==> src/logic/serial_tx_map.vh <==
// Constants, offsets and timing counts of the serial 8b/10b transmitter.
`ifndef SERIAL_TX_MAP_VH
`define SERIAL_TX_MAP_VH

`define BITS_PER_BYTE     4'd10
`define LAST_BIT          4'd9
`define PULSE_BITS        4'd5

`define ADR_CTRL          8'h00
`define ADR_STATUS        8'h04
`define ADR_PATTERN       8'h08

`define CTRL_BYPASS       0
`define CTRL_SELF_TEST    1
`define CTRL_RESET        2'b00

`define LFSR_SEED         9'h001
`define LFSR_ALL_ONES     9'h1ff
`define COMMA_BYTE        8'hbc
`define K28_SIX_RDN       6'b001111
`define VIOLATION_RDN     10'b1001111000

`endif

==> src/logic/serial_tx.v <==
// Serial 8b/10b transmitter: input register, encoder, shifter, outputs, bus.
`include "serial_tx_map.vh"

module serial_tx #(
    parameter WIDTH = 12,
    parameter DEPTH = 2,
    parameter AW    = 1
) (
    input  wire        clk_i,
    input  wire        rst_i,
    input  wire [7:0]  data_i,
    input  wire        special_char_select_i,
    input  wire        force_violation_i,
    input  wire [9:0]  bypass_bits_i,
    input  wire        load_now_n_i,
    input  wire        load_next_n_i,
    input  wire        optical_output_off_i,
    output wire        byte_ready_o,
    output reg         byte_write_clock_o,
    output reg         fifo_read_pulse_n_o,
    output reg         serial_line_1_o,
    output reg         serial_line_2_o,
    output reg         serial_line_3_o,
    input  wire        wb_cyc_i,
    input  wire        wb_stb_i,
    input  wire        wb_we_i,
    input  wire [7:0]  wb_adr_i,
    input  wire [3:0]  wb_sel_i,
    input  wire [31:0] wb_dat_i,
    output reg  [31:0] wb_dat_o,
    output reg         wb_ack_o
);

    // Data table for 5b/6b, given in its negative-disparity form abcdei.
    function [5:0] enc6;
        input [4:0] x;
        begin
            case (x)
                5'd0:  enc6 = 6'b100111;
                5'd1:  enc6 = 6'b011101;
                5'd2:  enc6 = 6'b101101;
                5'd3:  enc6 = 6'b110001;
                5'd4:  enc6 = 6'b110101;
                5'd5:  enc6 = 6'b101001;
                5'd6:  enc6 = 6'b011001;
                5'd7:  enc6 = 6'b111000;
                5'd8:  enc6 = 6'b111001;
                5'd9:  enc6 = 6'b100101;
                5'd10: enc6 = 6'b010101;
                5'd11: enc6 = 6'b110100;
                5'd12: enc6 = 6'b001101;
                5'd13: enc6 = 6'b101100;
                5'd14: enc6 = 6'b011100;
                5'd15: enc6 = 6'b010111;
                5'd16: enc6 = 6'b011011;
                5'd17: enc6 = 6'b100011;
                5'd18: enc6 = 6'b010011;
                5'd19: enc6 = 6'b110010;
                5'd20: enc6 = 6'b001011;
                5'd21: enc6 = 6'b101010;
                5'd22: enc6 = 6'b011010;
                5'd23: enc6 = 6'b111010;
                5'd24: enc6 = 6'b110011;
                5'd25: enc6 = 6'b100110;
                5'd26: enc6 = 6'b010110;
                5'd27: enc6 = 6'b110110;
                5'd28: enc6 = 6'b001110;
                5'd29: enc6 = 6'b101110;
                5'd30: enc6 = 6'b011110;
                default: enc6 = 6'b101011;
            endcase
        end
    endfunction

    // Data table for 3b/4b, negative-disparity form fghj, primary codes.
    function [3:0] enc4;
        input [2:0] y;
        begin
            case (y)
                3'd0:    enc4 = 4'b1011;
                3'd1:    enc4 = 4'b1001;
                3'd2:    enc4 = 4'b0101;
                3'd3:    enc4 = 4'b1100;
                3'd4:    enc4 = 4'b1101;
                3'd5:    enc4 = 4'b1010;
                3'd6:    enc4 = 4'b0110;
                default: enc4 = 4'b1110;
            endcase
        end
    endfunction

    // Trailer of K28.y when the symbol starts at negative disparity.
    function [3:0] k28_four;
        input [2:0] y;
        begin
            case (y)
                3'd0:    k28_four = 4'b0100;
                3'd1:    k28_four = 4'b1001;
                3'd2:    k28_four = 4'b0101;
                3'd3:    k28_four = 4'b0011;
                3'd4:    k28_four = 4'b0010;
                3'd5:    k28_four = 4'b1010;
                3'd6:    k28_four = 4'b0110;
                default: k28_four = 4'b1000;
            endcase
        end
    endfunction

    function [2:0] ones6;
        input [5:0] v;
        begin
            ones6 = {2'b00, v[0]} + {2'b00, v[1]} + {2'b00, v[2]}
                  + {2'b00, v[3]} + {2'b00, v[4]} + {2'b00, v[5]};
        end
    endfunction

    reg  [3:0]       bit_cnt;
    reg  [9:0]       shifter;
    reg              disparity, load_pending;
    reg  [8:0]       lfsr;
    reg  [1:0]       ctrl;
    reg              off_meta, off_sync;
    reg  [WIDTH-1:0] mem [0:DEPTH-1];
    reg  [AW-1:0]    wr_ptr, rd_ptr;
    reg  [AW:0]      count;
    reg  [9:0]       next_code;
    reg              next_disparity;
    reg  [WIDTH-1:0] entry;
    reg  [5:0]       six_rdn, six;
    reg  [3:0]       four_rdn, four;
    reg              rd6, six_bal, four_bal, use_alt;
    wire             byte_edge, capture;
    wire             full, empty;
    wire             push, pop, wb_req;
    wire             bypass, self_test;
    wire [4:0]       x;
    wire [2:0]       y;
    wire [3:0]       next_bit_cnt;

    assign bypass       = ctrl[`CTRL_BYPASS];
    assign self_test    = ctrl[`CTRL_SELF_TEST];
    // The byte edge is a fixed count of bit clocks; no pin level moves it.
    assign byte_edge    = (bit_cnt == `LAST_BIT);
    assign next_bit_cnt = byte_edge ? 4'd0 : bit_cnt + 4'd1;
    assign capture      = byte_edge & (~load_now_n_i | load_pending);
    assign full         = (count == DEPTH[AW:0]);
    assign empty        = (count == {(AW+1){1'b0}});
    assign byte_ready_o = ~full;
    // A byte offered while both entries are taken is refused, not overwritten.
    assign push         = capture & ~full & ~self_test;
    assign pop          = byte_edge & ~empty & ~self_test;
    assign wb_req       = wb_cyc_i & wb_stb_i & ~wb_ack_o;

    // Clock and byte counter; clk_i stands for the crystal-locked bit clock.
    always @(posedge clk_i)
    begin
        if (rst_i)
        begin
            bit_cnt             <= 4'd0;
            byte_write_clock_o  <= 1'b1;
            fifo_read_pulse_n_o <= 1'b0;
        end
        else
        begin
            bit_cnt             <= next_bit_cnt;
            byte_write_clock_o  <= (next_bit_cnt < `PULSE_BITS);
            // Width is a fixed count of bit clocks, so no duty cycle leaks in.
            fifo_read_pulse_n_o <= ~(next_bit_cnt < `PULSE_BITS);
        end
    end

    // Input register front: load-next arms a capture at the next byte edge.
    always @(posedge clk_i)
    begin
        if (rst_i)
            load_pending <= 1'b0;
        else if (byte_edge)
            load_pending <= ~load_next_n_i;
    end

    always @(posedge clk_i)
    begin
        if (push)
            mem[wr_ptr] <= {force_violation_i, special_char_select_i,
                            bypass ? bypass_bits_i : {2'b00, data_i}};
    end

    always @(posedge clk_i)
    begin
        if (rst_i)
        begin
            wr_ptr <= {AW{1'b0}};
            rd_ptr <= {AW{1'b0}};
            count  <= {(AW+1){1'b0}};
        end
        else
        begin
            if (push)
                wr_ptr <= wr_ptr + {{(AW-1){1'b0}}, 1'b1};
            if (pop)
                rd_ptr <= rd_ptr + {{(AW-1){1'b0}}, 1'b1};
            if (push & ~pop)
                count <= count + {{AW{1'b0}}, 1'b1};
            else if (pop & ~push)
                count <= count - {{AW{1'b0}}, 1'b1};
        end
    end

    // Pattern source: x^9 + x^5 + 1 walks all 511 nonzero states.
    always @(posedge clk_i)
    begin
        if (rst_i | ~self_test)
            lfsr <= `LFSR_SEED;
        else if (byte_edge)
            lfsr <= {lfsr[7:0], lfsr[8] ^ lfsr[4]};
    end

    // Select what the next byte time carries.
    always @*
    begin
        if (self_test)
            entry = {lfsr == `LFSR_ALL_ONES, lfsr[8], 2'b00, lfsr[7:0]};
        else if (empty)
            entry = {1'b0, 1'b1, 2'b00, `COMMA_BYTE};
        else
            entry = mem[rd_ptr];
    end

    assign x = entry[4:0];
    assign y = entry[7:5];

    // Encoder; code bits are held a..j from bit 9 down to bit 0.
    always @*
    begin
        six_rdn  = (entry[10] && x == 5'd28) ? `K28_SIX_RDN : enc6(x);
        six_bal  = (ones6(six_rdn) == 3'd3);
        if (!disparity)
            six = six_rdn;
        else if (!six_bal)
            six = ~six_rdn;
        else if (six_rdn == 6'b111000)
            six = 6'b000111;
        else
            six = six_rdn;
        rd6      = disparity ^ ~six_bal;
        use_alt  = (y == 3'd7) && (entry[10] ||
                   (!rd6 && (x == 5'd17 || x == 5'd18 || x == 5'd20)) ||
                   (rd6 && (x == 5'd11 || x == 5'd13 || x == 5'd14)));
        four_rdn = use_alt ? 4'b0111 : enc4(y);
        four_bal = (ones6({2'b00, four_rdn}) == 3'd2);
        if (entry[10] && x == 5'd28)
            four = disparity ? ~k28_four(y) : k28_four(y);
        else if (rd6 && (!four_bal || y == 3'd3))
            four = ~four_rdn;
        else
            four = four_rdn;
        next_code      = {six, four};
        next_disparity = rd6 ^ ~four_bal;
        if (entry[10] && x == 5'd28)
            next_disparity = rd6;
        if (bypass && !empty && !self_test)
        begin
            next_code      = entry[9:0];
            next_disparity = disparity;
        end
        else if (entry[11])
        begin
            next_code      = disparity ? ~`VIOLATION_RDN : `VIOLATION_RDN;
            next_disparity = disparity;
        end
    end

    // Shifter: parallel load at the byte edge, bit a leaves first.
    always @(posedge clk_i)
    begin
        if (rst_i)
        begin
            shifter   <= 10'h000;
            disparity <= 1'b0;
        end
        else if (byte_edge)
        begin
            shifter   <= next_code;
            disparity <= next_disparity;
        end
        else
            shifter   <= {shifter[8:0], 1'b0};
    end

    // Output-off is a free pin; it is synchronised but never byte aligned.
    always @(posedge clk_i)
    begin
        if (rst_i)
        begin
            off_meta        <= 1'b0;
            off_sync        <= 1'b0;
            serial_line_1_o <= 1'b0;
            serial_line_2_o <= 1'b0;
            serial_line_3_o <= 1'b0;
        end
        else
        begin
            off_meta        <= optical_output_off_i;
            off_sync        <= off_meta;
            serial_line_1_o <= shifter[9] & ~off_sync;
            serial_line_2_o <= shifter[9] & ~off_sync;
            serial_line_3_o <= shifter[9];
        end
    end

    // Wishbone slave: one wait state, unmapped reads return zero.
    always @(posedge clk_i)
    begin
        if (rst_i)
        begin
            ctrl     <= `CTRL_RESET;
            wb_ack_o <= 1'b0;
            wb_dat_o <= 32'h00000000;
        end
        else
        begin
            wb_ack_o <= wb_req;
            wb_dat_o <= 32'h00000000;
            if (wb_req && wb_we_i && wb_sel_i[0] && wb_adr_i == `ADR_CTRL)
                ctrl <= wb_dat_i[1:0];
            if (wb_req && !wb_we_i)
            begin
                case (wb_adr_i)
                    `ADR_CTRL:    wb_dat_o <= {30'h00000000, ctrl};
                    `ADR_STATUS:  wb_dat_o <= {28'h0000000, load_pending,
                                               count, disparity};
                    `ADR_PATTERN: wb_dat_o <= {23'h000000, lfsr};
                    default:      wb_dat_o <= 32'h00000000;
                endcase
            end
        end
    end

endmodule // serial_tx

==> config.mk <==
export PLATFORM = sky130hd
export DESIGN_NAME = serial_tx
export DESIGN_NICKNAME = d
export VERILOG_FILES = /design/src/logic/serial_tx.v
export VERILOG_INCLUDE_DIRS = /design/src /design/src/logic
export SDC_FILE = /design/constraint.sdc
export NUM_CORES = 1
export LEC_CHECK = 0
export BUFFER_PORTS_ARGS = -buffer_cell sky130_fd_sc_hd__buf_2
export CAP_MARGIN = 15
export CORE_AREA = 5 5 76 147
export DETAILED_ROUTE_END_ITERATION = 10
export DIE_AREA = 0 0 81 152
export PLACE_DENSITY_LB_ADDON = 0.12
export REMOVE_ABC_BUFFERS = 1
export SLEW_MARGIN = 20
export SYNTH_ARGS = -nofsm -noshare
export SYNTH_HDL_FRONTEND = slang
export SYNTH_SLANG_ARGS = --single-unit
==> constraint.sdc <==
create_clock -name clk_i -period 15.2 [get_ports clk_i]
set_input_delay 1.52 -clock clk_i [delete_from_list [all_inputs] [get_ports clk_i]]
set_output_delay 1.52 -clock clk_i [all_outputs]
set_load 0.03 [all_outputs]
==> results.sh <==
export IMPL_status="finished clean"
export IMPL_ys_flop_type="dfxtp_1"
export IMPL_grt_first_pass_wirelength_um=16990
export IMPL_cp_end_kind="flop"
export IMPL_vias=3413
export IMPL_synth_edff_count=24
export IMPL_min_period_ns=9.562
export IMPL_syn_cell_area_um2=4323
export IMPL_r2r_slack_ns=5.64
export IMPL_io_buffers=54
export IMPL_grt_pass1_vias=3444
export IMPL_cpMostUsedCell="inv_1"
export IMPL_timing_fmax_mhz=104.6
export IMPL_hold_buffers=0
export IMPL_leakage_nw=1.873
export IMPL_clk_latency_ns=0.33
export IMPL_drv_slew=0
export IMPL_finalCritPeriodShare_pct=62.91
export IMPL_grt_antenna_before_repair=0
export IMPL_hp_class="flop to flop"
export IMPL_grt_max_degree=30
export IMPL_rows=52
export IMPL_grt_overflow=0
export IMPL_gp_routability_congestion=0.8449
export IMPL_cts_setup_buffers=0
export IMPL_clock_skew_ns=0.004202
export IMPL_hold_viol=0
export IMPL_drive_gt1_share_pct=19.25
export IMPL_fin_area_um2=4915
export IMPL_finalSetupViolations=0
export IMPL_initial_core_util_pct=43.14
export IMPL_clock_path_buffers=2
export IMPL_fin_util_pct=49.05
export IMPL_num_io_pins=111
export IMPL_nets=588
export IMPL_seq_area_um2=1682
export IMPL_numCtsBuffers=9
export IMPL_wl_um=10740
export IMPL_slowest_stage="o21ai_1"
export IMPL_rsz0062_at_grt="false"
export IMPL_timing_hold_ws_ns=0.3830
export IMPL_synth_distinct_cells=73
export IMPL_drt_iter0_drc=190
export IMPL_yosysTopAreaCell="dfxtp_1"
export IMPL_fin_tns_setup_ns=0
export IMPL_synth_area_leaders="dfxtp_1 (22%), edfxtp_1 (17%), buf_4 (4.3%)"
export IMPL_syn_to_final_growth_pct=13.69
export IMPL_fp_coreArea_um2=10020
export IMPL_clock_sinks=72
export IMPL_yosys_top_cells_count="dfxtp_1 (48), nand2_1 (43), nor2_1 (35)"
export IMPL_wl_per_cell_um=16.80
export IMPL_dpl_hpwl_um=8242
export IMPL_htreeDepth=3
export IMPL_avgViaCountPerCell=5.341
export IMPL_cts_tree="done"
export IMPL_slew_headroom_pct=30.54
export IMPL_drtPass1Iterations=5
export IMPL_synth_async_reset_ratio_pct=0
export IMPL_cp_required_ns=15.45
export IMPL_cts_resized_gates=0
export IMPL_tightest_slew_ns=1.040
export IMPL_multi_input_area_um2=2376
export IMPL_startpoint_type="flop"
export IMPL_ir_worst_vdd_v=0.0001042
export IMPL_yosysMostFrequentCell="dfxtp_1"
export IMPL_postPlaceCellArea_um2=4568
export IMPL_synth_top_area_share_pct=22.23
export IMPL_die_area_um2=12310
export IMPL_nFillCells=998
export IMPL_path_class="flop to flop"
export IMPL_slowest_delay_ns=0.65
export IMPL_drcViolationCount=0
export IMPL_postSynthCellCount=453
export IMPL_power_density_nw_per_um2=93.39
export IMPL_max_cap_viol_count=0
export IMPL_ant_nets=0
export IMPL_yosysWarnings=0
export IMPL_insertedDiodeCount=0
export IMPL_cts_root_buf="clkbuf_16"
export IMPL_p_total_w=0.0004590
export IMPL_arrival_ns=9.81
export IMPL_ys_seq_area_share_pct=38.90
export IMPL_die_w_um=81
export IMPL_fp_dieH_um=152
export IMPL_avgSynthCellArea_um2=9.543
export IMPL_path_max_fanout=16
export IMPL_track_usage_pct=18.16
export IMPL_synth_seq_cells=72
export IMPL_clk_pin_slew_ns=0.06
## placed cells by master, fill, tap and decap left out, types with 5 or more instances in the layout
master	instances
mux2i_1	16
a211oi_1	10
o21ai_1	6
xor2_1	5
o21ai_0	17
edfxtp_1	24
inv_1	17
nand2_1	43
clkbuf_16	12
xnor2_1	14
dfxtp_1	48
buf_2	54
ha_1	13
and3_1	5
and2_1	12
mux2_2	9
a22oi_1	5
nor2b_1	13
nand3_1	11
nor2_1	35
conb_1	23
a21oi_1	26
## final timing paths
| path | to | startpoint | cells after the start |
|---|---|---|---|
| worst max-delay path | shifter[2] | ctrl[1] | 31 |
| worst min-delay path | serial_line_2_o | off_sync | 1 |
| worst max register to register | shifter[2] | ctrl[1] | 31 |
| worst min register to register | serial_line_2_o | off_sync | 1 |
## through the flow
stage          worst slack (ns)  std cells
2_1_floorplan             7.526        433
3_3_place_gp              5.901        623
3_5_place_dp              5.804        623
4_1_cts                   5.737        639
5_1_grt                   5.194        639
6_report                  5.638        639
## final cells by class
| type | instances | area share, % |
|---|---|---|
| Clock buffer | 14 | 6.263 |
| Clock inverter | 2 | 0.7892 |
| Inverter | 17 | 1.298 |
| Multi-Input combinational cell | 344 | 48.35 |
| Sequential cell | 72 | 34.22 |
| Tap cell | 135 | 3.437 |
| Timing Repair Buffer | 55 | 5.652 |
## flip-flops by register name (all words and copies together), names as in the netlist, named ones only
name                 flops
shifter                 10
wb_ack_o                 1
byte_write_clock_o       1
count                    2
off_meta                 1
rd_ptr                   1
wr_ptr                   1
wb_dat_o                 9
serial_line_3_o          1
off_sync                 1
ctrl                     2
lfsr                     9
load_pending             1
fifo_read_pulse_n_o      1
bit_cnt                  4
disparity                1
serial_line_2_o          1
mem                     24
## layer usage
metal	share of wire, %	track usage (%)	up-vias
met5	0	0	-
met4	3.4	9.750	0
met3	4.1	3.969	21
met2	59	35.27	87
met1	33	16.27	1637
li1	-	-	1668
## critical path: cells and delay by family, from the launching register on
kind / cells / cell delay [ns]
xor+xnor: 2 / 0.87
compound gates: 12 / 3.43
flops: 1 / 0.52
buf+inv: 6 / 0.65
fa+ha+maj: 8 / 2.88
simple gates: 3 / 1.08
## cells by family after synthesis
logic type,count (synthesis),share of synthesized area (%)
other,1,0.08675
XOR/XNOR,19,3.850
AND/OR/NAND/NOR,145,16.44
AO/OA/AOI/OAI,113,20.41
buffers and inverters,59,8.046
adder cells (fa/ha/maj),17,5.615
flip-flops,72,38.90
multiplexers,27,6.657
## power breakdown
part	internal, W	switching (W)	total (W)	leakage [nW]
sequential	0.000200	0.00000133	0.000201	0.595
clock	0.000158	0.0000791	0.000237	0.169
combinational	0.00000688	0.0000144	0.0000213	1.11
Note: power is estimated with default switching activity, not from simulation.
